[src/otp_store_pkg.sv]
/*
  Shared constants of the one-time-programmable parameter store: byte
  addresses, field positions, command codes and timing counts.
  Assumes a single 20 MHz core clock.
*/
package otp_store_pkg;
  localparam int unsigned CLK_MHZ = 20;
  localparam int unsigned NUM_BYTES = 8;
  localparam logic [2:0] ADDR_TRIM_A = 3'h0;
  localparam logic [2:0] ADDR_TRIM_B = 3'h1;
  localparam logic [2:0] ADDR_THR_NODE = 3'h2;
  localparam logic [2:0] ADDR_CURRENT = 3'h3;
  localparam logic [2:0] ADDR_VELOCITY = 3'h4;
  localparam logic [2:0] ADDR_FB_HIGH = 3'h5;
  localparam logic [2:0] ADDR_FB_LOW = 3'h6;
  localparam logic [2:0] ADDR_REL_LOCKS = 3'h7;
  localparam int unsigned LOCK_GLOBAL_BIT = 0;
  localparam int unsigned LOCK_TRIM_BIT = 1;
  localparam int unsigned BUS_EN_BIT = 7;
  localparam int unsigned SHAFT_BIT = 4;
  localparam int unsigned SLEEP_BIT = 0;
  localparam int unsigned FAILSAFE_BIT = 1;
  localparam logic [8:0] FB_DISABLED = 9'h100;
  localparam logic [3:0] HOLD_ZERO_CODE = 4'hF;
  localparam logic [3:0] LOWEST_CODE = 4'h0;
  localparam logic [1:0] CMD_PROGRAM = 2'h0;
  localparam logic [1:0] CMD_READ = 2'h1;
  localparam logic [1:0] CMD_WRITE_SETTINGS = 2'h2;
  localparam int unsigned ZAP_TIME_US = 100;
  localparam int unsigned ZAP_CYC = ZAP_TIME_US * CLK_MHZ;
  localparam int unsigned HOLD_SETTLE_US = 10;
  localparam int unsigned HOLD_SETTLE_CYC = HOLD_SETTLE_US * CLK_MHZ;
  localparam logic [63:0] FACTORY_IMAGE = 64'h0200_0000_0000_8000;
endpackage

[src/fuse_cell_array.sv]
/*
  Array of one-time-programmable fuse bits, eight bytes wide.
  Assumes factory_load is only used at manufacture; rst_n never touches it.
*/
module fuse_cell_array #(
  parameter logic [63:0] FACTORY = otp_store_pkg::FACTORY_IMAGE
) (
  // Clock and factory image load
  input wire logic mclk,
  input wire logic factory_load,
  // Read port
  input wire logic [2:0] rd_addr,
  output logic [7:0] rd_data,
  // Zap port
  input wire logic zap_en,
  input wire logic [2:0] zap_addr,
  input wire logic [7:0] zap_mask
);
  logic [7:0] mem [otp_store_pkg::NUM_BYTES];

  // Cells survive a device reset, so this array has no reset of its own.
  always_ff @(posedge mclk)
  begin
    if (factory_load)
    begin
      for (int i = 0; i < otp_store_pkg::NUM_BYTES; i++)
      begin
        mem[i] <= FACTORY[i*8 +: 8];
      end
    end
    else if (zap_en)
    begin
      mem[zap_addr] <= mem[zap_addr] | zap_mask;
    end
  end

  assign rd_data = mem[rd_addr];
endmodule

[src/otp_parameter_store.sv]
/*
  Parameter store: fuse programming and readback, power-up shadowing and
  decoding of the stored settings into working values for the drive.
  Assumes commands arrive from a frame decoder on mclk and that rst_n
  marks a power cycle.
*/
//
// Contract
// - Eight fuse bytes at addresses 0 to 7 hold fixed parameter bits.
// - Fuse bits read zero until programmed; programming sets one permanently.
// - Programming a bit already at one is inhibited.
// - Each program command writes exactly one byte.
// - Programmed global lock refuses all further programming of bytes 0 to 7.
// - Trim lock protects bytes 0 and 1 against programming.
// - Bytes 0, 1 and trim lock hold factory calibration, not settings.
// - New fuse values act only after a power cycle.
// - Read command returns the fuse byte contents for verification.
// - Bus writes override working settings except the address nibble.
// - Node address is four programmed bits plus three hardware pins.
// - Absolute threshold code zero disables detection, else 0.5 V steps.
// - Relative threshold code zero disables detection, else 0.25 V steps.
// - Run current code selects one of sixteen amplitudes.
// - Hold code uses run scale; code 1111 means zero hold.
// - On stop, coil current drops from run to hold setting.
// - Zero hold: go to lowest code, then regulator off, grounds on.
// - Two-bit step resolution selects half to sixteenth stepping.
// - Direction applies to positioning, not continuous velocity mode.
// - Bus loss or error overflow drives the motor to fallback position.
// - Fallback pattern 100 0000 00 disables it; motor holds still.
// - Fallback uses 11 high position bits; two low stored bits zero.
// - After power-up, load working registers from fuses before commands.
module otp_parameter_store #(
  parameter int unsigned ZAP_CYCLES = otp_store_pkg::ZAP_CYC,
  parameter int unsigned SETTLE_CYCLES = otp_store_pkg::HOLD_SETTLE_CYC
) (
  // Clock and reset
  input wire logic mclk,
  input wire logic rst_n,
  input wire logic fuse_factory_load,
  // Command port
  input wire logic cmd_valid,
  output logic cmd_ready,
  input wire logic [1:0] cmd_kind,
  input wire logic [2:0] cmd_addr,
  input wire logic [7:0] cmd_data,
  output logic rsp_valid,
  output logic rsp_refused,
  output logic [7:0] rsp_data,
  output logic store_ready,
  // Address pins and node address
  input wire logic [2:0] hardware_address_pins,
  output logic [6:0] node_address,
  // Motion detection
  output logic [3:0] absolute_motion_threshold,
  output logic abs_detect_enable,
  output logic [3:0] relative_motion_threshold,
  output logic rel_detect_enable,
  // Coil drive
  input wire logic motor_running,
  output logic [3:0] coil_current_code,
  output logic regulator_on,
  output logic low_side_ground,
  // Motion options
  input wire logic continuous_velocity_operation,
  output logic [1:0] step_resolution,
  output logic rotate_ccw,
  output logic sleep_allow,
  output logic failsafe_enable,
  // Fallback positioning
  input wire logic bus_lost,
  input wire logic error_overflow,
  output logic fallback_go,
  output logic fallback_hold,
  output logic [15:0] fallback_position,
  // Calibration trims
  output logic [3:0] clock_trim,
  output logic [3:0] bias_current_trim,
  output logic bus_interface_enable,
  output logic [2:0] thermal_cutoff_trim,
  output logic [3:0] bandgap_trim
);
  typedef enum logic [1:0] {LOAD, IDLE, ZAP} phase_t;

  typedef struct packed {
    phase_t st;
    logic [2:0] idx;
    logic [15:0] cnt;
    logic [7:0][7:0] shadow;
    logic [7:0][7:0] work;
    logic [2:0] hw1;
    logic [2:0] hw2;
    logic ready;
    logic cmd_ready;
    logic rsp_valid;
    logic rsp_refused;
    logic [7:0] rsp_data;
    logic zap_en;
    logic [2:0] zap_addr;
    logic [7:0] zap_mask;
    logic [6:0] node;
    logic abs_en;
    logic rel_en;
    logic [3:0] coil;
    logic reg_on;
    logic gnd;
    logic [15:0] hcnt;
    logic dir;
    logic fb_go;
    logic fb_hold;
    logic [15:0] fb_pos;
  } store_t;

  store_t q;
  store_t d;
  logic [2:0] rd_addr;
  logic [7:0] fuse_byte;
  logic take;
  logic [7:0] fresh;
  logic [8:0] fb_code;

  fuse_cell_array u_fuses (
    .mclk(mclk),
    .factory_load(fuse_factory_load),
    .rd_addr(rd_addr),
    .rd_data(fuse_byte),
    .zap_en(q.zap_en),
    .zap_addr(q.zap_addr),
    .zap_mask(q.zap_mask)
  );

  assign take = cmd_valid && q.cmd_ready;
  assign fb_code = {q.work[otp_store_pkg::ADDR_FB_HIGH][7:5],
                    q.work[otp_store_pkg::ADDR_FB_LOW][7:2]};
  // Bits already at one are masked out of the zap pattern.
  assign fresh = cmd_data & ~fuse_byte;

  always_comb
  begin
    unique case (q.st)
      LOAD: rd_addr = q.idx;
      ZAP: rd_addr = q.zap_addr;
      default: rd_addr = cmd_addr;
    endcase
  end

  always_comb
  begin
    d = q;
    d.rsp_valid = 1'b0;
    d.zap_en = 1'b0;
    d.fb_go = 1'b0;
    d.fb_hold = 1'b0;
    d.hw1 = hardware_address_pins;
    d.hw2 = q.hw1;
    unique case (q.st)
      LOAD:
      begin
        // Shadow and working copies are filled before commands are taken.
        d.shadow[q.idx] = fuse_byte;
        d.work[q.idx] = fuse_byte;
        d.idx = q.idx + 3'h1;
        if (q.idx == 3'h7)
        begin
          d.st = IDLE;
          d.ready = 1'b1;
          d.cmd_ready = 1'b1;
        end
      end
      IDLE:
      begin
        if (take)
        begin
          d.rsp_valid = 1'b1;
          d.rsp_refused = 1'b0;
          d.rsp_data = fuse_byte;
          if (cmd_kind == otp_store_pkg::CMD_PROGRAM)
          begin
            // Locks act as they stood at the last power-up.
            if (q.shadow[otp_store_pkg::ADDR_REL_LOCKS]
                [otp_store_pkg::LOCK_GLOBAL_BIT])
            begin
              d.rsp_refused = 1'b1;
            end
            else if (cmd_addr <= otp_store_pkg::ADDR_TRIM_B &&
                     q.shadow[otp_store_pkg::ADDR_REL_LOCKS]
                     [otp_store_pkg::LOCK_TRIM_BIT])
            begin
              d.rsp_refused = 1'b1;
            end
            else if (fresh != 8'h00)
            begin
              d.rsp_valid = 1'b0;
              d.cmd_ready = 1'b0;
              d.st = ZAP;
              d.zap_addr = cmd_addr;
              d.zap_mask = fresh;
              d.cnt = 16'(ZAP_CYCLES - 1);
            end
          end
          else if (cmd_kind == otp_store_pkg::CMD_WRITE_SETTINGS)
          begin
            if (cmd_addr <= otp_store_pkg::ADDR_TRIM_B)
            begin
              d.rsp_refused = 1'b1;
            end
            else if (cmd_addr == otp_store_pkg::ADDR_THR_NODE)
            begin
              d.work[cmd_addr] = {cmd_data[7:4], q.work[cmd_addr][3:0]};
            end
            else
            begin
              d.work[cmd_addr] = cmd_data;
            end
          end
          else if (cmd_kind != otp_store_pkg::CMD_READ)
          begin
            d.rsp_refused = 1'b1;
          end
        end
      end
      ZAP:
      begin
        // The zap pulse lasts one cycle after the full programming time, one byte only.
        d.cnt = q.cnt - 16'h1;
        if (q.cnt == 16'h0)
        begin
          d.zap_en = 1'b1;
          d.rsp_valid = 1'b1;
          d.rsp_refused = 1'b0;
          d.rsp_data = fuse_byte | q.zap_mask;
          d.st = IDLE;
          d.cmd_ready = 1'b1;
        end
      end
    endcase

    d.node = {q.shadow[otp_store_pkg::ADDR_THR_NODE][3:0], q.hw2};
    d.abs_en = q.work[otp_store_pkg::ADDR_THR_NODE][7:4] != 4'h0;
    d.rel_en = q.work[otp_store_pkg::ADDR_REL_LOCKS][7:4] != 4'h0;

    d.reg_on = 1'b1;
    d.gnd = 1'b0;
    d.hcnt = 16'h0;
    if (motor_running)
    begin
      d.coil = q.work[otp_store_pkg::ADDR_CURRENT][7:4];
    end
    else if (q.work[otp_store_pkg::ADDR_CURRENT][3:0] !=
             otp_store_pkg::HOLD_ZERO_CODE)
    begin
      d.coil = q.work[otp_store_pkg::ADDR_CURRENT][3:0];
    end
    else if (q.hcnt < 16'(SETTLE_CYCLES))
    begin
      d.coil = otp_store_pkg::LOWEST_CODE;
      d.hcnt = q.hcnt + 16'h1;
    end
    else
    begin
      d.coil = otp_store_pkg::LOWEST_CODE;
      d.reg_on = 1'b0;
      d.gnd = 1'b1;
      d.hcnt = q.hcnt;
    end

    if (!continuous_velocity_operation)
    begin
      d.dir = q.work[otp_store_pkg::ADDR_FB_HIGH]
              [otp_store_pkg::SHAFT_BIT];
    end

    d.fb_pos = {fb_code, 2'b00, 5'h00};
    if (q.ready && (bus_lost || error_overflow))
    begin
      d.fb_hold = fb_code == otp_store_pkg::FB_DISABLED;
      d.fb_go = fb_code != otp_store_pkg::FB_DISABLED;
    end
  end

  always_ff @(posedge mclk)
  begin
    if (!rst_n)
    begin
      q <= '0;
      q.st <= LOAD;
    end
    else
    begin
      q <= d;
    end
  end

  assign cmd_ready = q.cmd_ready;
  assign rsp_valid = q.rsp_valid;
  assign rsp_refused = q.rsp_refused;
  assign rsp_data = q.rsp_data;
  assign store_ready = q.ready;
  assign node_address = q.node;
  assign absolute_motion_threshold = q.work[otp_store_pkg::ADDR_THR_NODE][7:4];
  assign abs_detect_enable = q.abs_en;
  assign relative_motion_threshold = q.work[otp_store_pkg::ADDR_REL_LOCKS][7:4];
  assign rel_detect_enable = q.rel_en;
  assign coil_current_code = q.coil;
  assign regulator_on = q.reg_on;
  assign low_side_ground = q.gnd;
  assign step_resolution = q.work[otp_store_pkg::ADDR_REL_LOCKS][3:2];
  assign rotate_ccw = q.dir;
  assign sleep_allow = q.work[otp_store_pkg::ADDR_FB_LOW]
                       [otp_store_pkg::SLEEP_BIT];
  assign failsafe_enable = q.work[otp_store_pkg::ADDR_FB_LOW]
                           [otp_store_pkg::FAILSAFE_BIT];
  assign fallback_go = q.fb_go;
  assign fallback_hold = q.fb_hold;
  assign fallback_position = q.fb_pos;
  assign clock_trim = q.shadow[otp_store_pkg::ADDR_TRIM_A][7:4];
  assign bias_current_trim = q.shadow[otp_store_pkg::ADDR_TRIM_A][3:0];
  assign bus_interface_enable = q.shadow[otp_store_pkg::ADDR_TRIM_B]
                                [otp_store_pkg::BUS_EN_BIT];
  assign thermal_cutoff_trim = q.shadow[otp_store_pkg::ADDR_TRIM_B][6:4];
  assign bandgap_trim = q.shadow[otp_store_pkg::ADDR_TRIM_B][3:0];
endmodule

[config.mk]
export PLATFORM = sky130hd
export DESIGN_NAME = otp_parameter_store
export DESIGN_NICKNAME = d
export VERILOG_FILES = /design/src/otp_store_pkg.sv /design/src/fuse_cell_array.sv /design/src/otp_parameter_store.sv
export SDC_FILE = /design/constraint.sdc
export NUM_CORES = 1
export LEC_CHECK = 0
export ABC_CLOCK_PERIOD_IN_PS = 5600
export BUFFER_PORTS_ARGS = -buffer_cell sky130_fd_sc_hd__buf_2
export CAP_MARGIN = 5
export CORE_AREA = 3 3 125 139
export CTS_CLUSTER_DIAMETER = 50
export CTS_CLUSTER_SIZE = 28
export DETAILED_ROUTE_END_ITERATION = 8
export DIE_AREA = 0 0 128 142
export GPL_TIMING_DRIVEN = 0
export PLACE_DENSITY = 0.82
export SETUP_SLACK_MARGIN = 0.02
export SYNTH_ARGS = -nofsm -noshare
export SYNTH_HDL_FRONTEND = slang
export SYNTH_SLANG_ARGS = --single-unit
[constraint.sdc]
create_clock -name mclk -period 5.6 [get_ports mclk]
set_input_delay 0.28 -clock mclk [delete_from_list [all_inputs] [get_ports mclk]]
set_output_delay 0.28 -clock mclk [all_outputs]
set_load 0.1 [all_outputs]
Word level (Yosys, flattened, before mapping)
Memories as Yosys holds them, arrays and structs flattened. A register that Yosys moved wholly into a read port is not among the register bits. Cells that the tools add are included.

Flip-flop bits (word level): 229. Bits in writable memories: 64. Input port bits: 24. Output and inout bits: 74. Memories: 1.

Memory list: u_fuses.mem (depth 8, width 8, read ports 2, clocked after memory_dff 1, wr ports 8, line fuse_cell_array.sv:19) `logic [7:0] mem [otp_store_pkg::NUM_BYTES];`.

Add/sub/neg operators: 3. $lt $le $gt $ge: 6. Equality and inequality tests: 19. Mux-type cells: 62. Bitwise operators: 7. Reduce and logical (&&, ||, !) cells: 24.

Operators with widths (number): two-way mux 64 bit (5); bitwise mux 64 bit (4); case mux 64 bit (2 select lines) (1); two-way mux 16 bit (6); demux 8 bit (select 3 bit) (2); two-way mux 18 bit (2); case mux 16 bit (2 select lines) (1); two-way mux 2 bit (13); binary-select mux 8 bit (select 3 bit) (1); two-way mux 8 bit (3); != test 2 bit (second input constant) (10); case mux 10 bit (2 select lines) (1); adder 16 x 1 -> 16 bit (second input constant) (1); logical NOT 16 bit (1); less-than comparator 16 x 8 -> 1 bit (second input constant) (1); bitwise OR 8 bit (2); subtractor 16 x 1 -> 16 bit (second input constant) (1); two-way mux 1 bit (12); two-way mux 12 bit (1); two-way mux 4 bit (3); AND reduction 6 bit (2); two-way mux 11 bit (1); equality test 9 bit (second input constant) (1); two-way mux 3 bit (3); 29 further kinds (43).

Depth between registers and ports, before layout
An unclocked memory read counts as a cell.

Depth in word-level cells: 12. Depth in mapped cells: 14.

Cells and area by module
A second synthesis with hierarchy kept.

Cell total of the unflattened synthesis: 955. Area, all modules: 10067.2 µm².

Modules (own cells, without submodules): otp_parameter_store (instances 1, cells an instance 715, area an instance 6623.9 µm², sequential area each 2922.8 µm²); fuse_cell_array (instances 1, cells an instance 240, area an instance 3443.3 µm², sequential area each 1921.8 µm²).

Least setup slack after synthesis
OpenSTA, ideal clock, no wires.

Path kind: register to register. Start point: reg q[227] in the netlist's numbering. End point: reg q[213] in the netlist's numbering. Setup time: 117 ps. Data arrival time: 2939 ps. Required time: 5483 ps. Path slack: 2544 ps. Stages on the path, launching flop included: 13. Path buffers: 1. Clock period less this slack: 3056 ps. Cells stage by stage: dfxtp_1 > inv_1 > ha_1 > or3b_1 > and2_1 > nor3_2 > nand3_1 > a41oi_1 > a2111oi_4 > a31oi_2 > buf_2 > o21ai_1 > a32o_1.

Longest elaborated chain between the ends: 8. Elaborated cells between the ends (all ways): 16. Classes of those cells: eq/ne: 7; mux: 2; bitwise: 2; reduce/logical: 4; memory: 1.

RTL lines: from (decl) (line otp_parameter_store.sv:113) `store_t q;`; equality test 2 bit / logical NOT 2 bit (equally long branches) (line otp_parameter_store.sv:139, otp_parameter_store.sv:155); case mux 3 bit (2 select lines) (line otp_parameter_store.sv:139) `unique case (q.st)`; memory (8 x 8 bit); inverter 8 bit (line otp_parameter_store.sv:135) `assign fresh = cmd_data & ~fuse_byte;`; bitwise AND 8 bit (line otp_parameter_store.sv:135); nonzero test 8 bit (line otp_parameter_store.sv:190) `else if (fresh != 8'h00)`; != test 2 bit (no source line); AND reduction 6 bit (no source line).

Several ways; a longest one is shown, not always the timed one. A chain may end at the register's enable or synchronous reset.

Worst setup path after layout
Start point: reg q[227] in the netlist's numbering. End point: reg q[220] in the netlist's numbering.

Same word-level chain as after synthesis.

==> impl_results.md <==
* Status: finished, final reports clean
* Final Util at 0.719
* Final non-filler cell total at 1432
* Root Buffer: clkbuf_16
* DR vias/cell at 5.95
* Worst Setup EP: q[220]$_SDFFE_PN0P_
* Gr ovfl total at 0
* Mapped cell area at 10200 um2
* Post-placement cell count at roughly 1400
* Max Buffers Root-to-Sink at 3
* WP buf/inv at 3
* Clk pin slew, worst setup/hold paths at about 90 ps
* Port Buf Inserts at between 80 and 90
* H-Tree Depth at 1
* Synth Instances at approximately 1100
* Slew margin rel. at 0.0793
* Slew @ Worst Pin at 1370 ps
* Critical path origin: q[227]$_SDFFE_PN0P_
* Register bit total from synthesis at between 200 and 250
* Startpoint Class: flop
* PwrDens at between 400 and 500 nW/um2
* Die area at 18200 um2
* Crit path DAT at 4630 ps
* Shortest period the worst path allows at about 4200 ps
* RSZ-0062 raised after global routing: no
* Slew Viols, Final at 0
* Routability cong. at around 1
* Tot GR Track Use at 0.292
* DR iter-0 viols at ~750
* Critical setup path kind: flop to flop
* Top fanout value on the critical path at 10
* Syn Area/Cell at around 9.3 um2
* Critical path cell sequence: inv_1 > ha_1 > buf_2 > o32ai_2 > buf_2 > nand2_1 > a32oi_1 > nand3_2 > a2111oi_4 > nand3_1 > a2111oi_0 > a31o_1
* Top-level port count at just under 100
* Final #Nets at approximately 1200
* Vias in the first global route at around 8000
* Initial antenna violation count at 0
* Clock tree from TritonCTS: yes
* Hold/Removal Path Class: input pin to flop
* Fmax achieved at ~0.24 GHz
* Clock Skew at ~20 ps
* R2R Path End: q[220]$_SDFFE_PN0P_
* CP dominant cell by count: buf_2
* Final Cycle Share at 0.744
* Setup TNS at 0 ps
* Worst vdd ir at about 0.00034 V
* Drt total wl at approximately 27000 um
* Cts repair resizes at 0
* DP Wirelength at slightly above 20000 um
* Critical path capture point type: flop
* Global-route wire length before repair at between 40000 and 50000 um
* R2R cell count at 12
* DRC viols at 0
* Hold Slack at between 10 and 15 ps
* Top_reg_cell synth: dfxtp_1
* Setup WS post-layout at between 1000 and 1500 ps
* TritonRoute pass-1 iters at 6
* Count of unique library cells instantiated by Yosys at 76
* Reg2Reg Launch Point: q[227]$_SDFFE_PN0P_
* P_leak at roughly 0.0048 uW
* Total of max-cap violations at 0
* Die Wd at 128 um
* Setup Viol. Count Final at 0
* Core Area at between 15000 and 20000 um2
* Antenna diode count at 0
* DP Worst Slack at approximately 1600 ps
* Routed via count at between 8000 and 9000
* Routed Antenna Nets at 0
* Initial Utilization at 0.629
* Die Span Y at 142 um
* Sequential area share after synthesis at 0.482
* Clk_lat worst skew at approximately 520 ps
* Share of flip-flops with an asynchronous set or reset at 0
* CP Data Required Time at ~6100 ps
* Largest net degree at the start of global routing at 24
* Wire per inst at roughly 19 um
* Area delta synth->final at 14.3%
* Top delay family on crit path: compound AO/OA/AOI/OAI gates
* Worst path slowest cell: o32ai_2
* Cell depth of the worst setup path at 12
* Yosys warnings at 0
* Fin. Hold Viols at 0
* Rows at 49
* Flop2flop setup slack at 1430 ps
* TritonCTS buffer count at 19
* Number of enable flip-flop cells after synthesis at 64
* CP max stage delay at 520 ps
* Share of layout cells above drive strength 1 at 0.193
* Clk sink count at roughly 210
-- sequential cells by signal, summed over array words and instances, names as in the netlist, 2 cells and up, named ones only --
register,cells
clock_trim,4
d,19
coil_current_code,4
u_fuses.mem,64
q,60
rsp_data,8
node_address,7
relative_motion_threshold,4
bandgap_trim,4
bias_current_trim,4
fallback_position,9
absolute_motion_threshold,4
thermal_cutoff_trim,3
step_resolution,2
-- placed cells by master, fill, tap and decap left out, types with 6 or more instances in the layout --
| cell | instances |
|---|---|
| inv_1 | 22 |
| nand2b_1 | 16 |
| nand3_1 | 24 |
| nor2_1 | 170 |
| o21ai_1 | 14 |
| a211oi_1 | 34 |
| a22oi_1 | 13 |
| nor4_1 | 7 |
| mux4_2 | 16 |
| a21oi_1 | 56 |
| a21o_1 | 6 |
| a41oi_1 | 7 |
| edfxtp_1 | 64 |
| nor3_1 | 16 |
| nand2_1 | 122 |
| a32oi_1 | 13 |
| buf_2 | 102 |
| and4_1 | 7 |
| buf_4 | 63 |
| and3_1 | 20 |
| dfxtp_1 | 149 |
| clkbuf_1 | 57 |
| and2_1 | 30 |
| ha_1 | 8 |
| mux2i_1 | 27 |
| nor2_2 | 8 |
| a2bb2oi_1 | 8 |
| conb_1 | 7 |
| nor2b_1 | 17 |
| clkbuf_16 | 19 |
-- logic make-up (layout without fill, tap and decap cells) --
| group | Yosys count | after routing | synth area share |
|---|---|---|---|
| compound gates | 202 | 202 | 0.143 |
| other cells | 1 | 7 | 0.000368 |
| buf+inv | 156 | 286 | 0.0822 |
| xor+xnor | 6 | 6 | 0.00516 |
| fa+ha+maj | 8 | 8 | 0.00984 |
| mux | 43 | 43 | 0.0620 |
| flops | 213 | 213 | 0.482 |
| simple gates | 463 | 463 | 0.215 |
-- routing by layer --
metal  GRT usage  up-vias  wire length, um
met1       0.365     3966            10300
met2       0.499      429            13100
met5           0        -                0
li1            -     4029                -
met4       0.139        0             1470
met3      0.0424       90             2150
-- power breakdown --
group | leakage (uW) | switching [uW] | internal (uW)
registers | 0.00186 | 76.8 | 1710
clock network | 0.000330 | 688 | 733
logic | 0.00259 | 1630 | 619
total | 0.00478 | 2400 | 3060
-- timing repair --
action	in CTS	in global routing
setup endpoints to repair	0	0
hold buffers	3	0
hold endpoints to repair	3	0
setup buffers	0	0
-- worst min-delay path: stages --
cell	delay, ps
buf_2	80
mux2i_1	60
nor2_1	70
-- layout make-up --
| type | count | area [um2] |
|---|---|---|
| flip-flops and latches | 213 | 4900 |
| fillers | 1219 | 4550 |
| multi-input cells | 729 | 4460 |
| plain buffers | 134 | 754 |
| repair buffers | 96 | 500 |
| clock buffers | 19 | 475 |
| well taps | 204 | 255 |
| clock inverters | 15 | 205 |
| inverters | 22 | 82.6 |
-- metrics by stage --
stage / power (uW) / area, um2
after CTS: 5430 / 11600
after global placement: 4000 / 10900
after floorplan: 3470 / 10200
after detailed placement: 4020 / 10900
after global routing: 5680 / 11600
final: 5460 / 11600
-- cell usage after synthesis (3+ instances only) --
cell type	number	area share
buf_1	3	0.0011
o22ai_1	5	0.0031
clkbuf_1	57	0.021
nor2_1	170	0.063
o21ai_0	5	0.0025
and2_1	30	0.018
nand4_1	3	0.0018
o21ai_1	14	0.0069
mux2i_1	27	0.027
o211a_1	3	0.0030
or3_1	5	0.0031
nor3_1	16	0.0079
xor2_1	4	0.0034
a21oi_1	56	0.028
nor2b_1	17	0.010
and4_1	7	0.0060
a22oi_1	13	0.0096
buf_4	61	0.045
inv_1	22	0.0081
o2bb2ai_1	4	0.0034
and3_1	20	0.012
a32oi_1	13	0.011
a21o_1	6	0.0044
a2bb2oi_1	8	0.0069
a41oi_1	7	0.0060
ha_1	8	0.0098
nand3_1	24	0.012
nand2_1	122	0.045
nor4_1	7	0.0043
nor2_2	8	0.0049
edfxtp_1	64	0.19
o211ai_1	3	0.0022
a211oi_1	34	0.025
dfxtp_1	149	0.29
o31ai_1	3	0.0022
nand2b_1	16	0.0098
mux4_2	16	0.035
buf_2	12	0.0059
a32o_1	3	0.0030
-- worst min-delay path by stage --
stage | from | cells after the start | end | slack [ps]
after CTS | continuous_velocity_operation | 3 | rotate_ccw$_SDFFE_PN0N_ | 9
final | continuous_velocity_operation | 3 | rotate_ccw$_SDFFE_PN0N_ | 10
after detailed placement | d[43]$_SDFF_PN0_ | 1 | node_address[0]$_SDFF_PN0_ | 420
after global placement | d[76]$_SDFF_PN0_ | 1 | d[45]$_SDFF_PN0_ | 410
after floorplan | hardware_address_pins[0] | 1 | d[74]$_SDFF_PN0_ | 410
after global routing | continuous_velocity_operation | 3 | rotate_ccw$_SDFFE_PN0N_ | 30
Power figures use the tool's default switching activity.
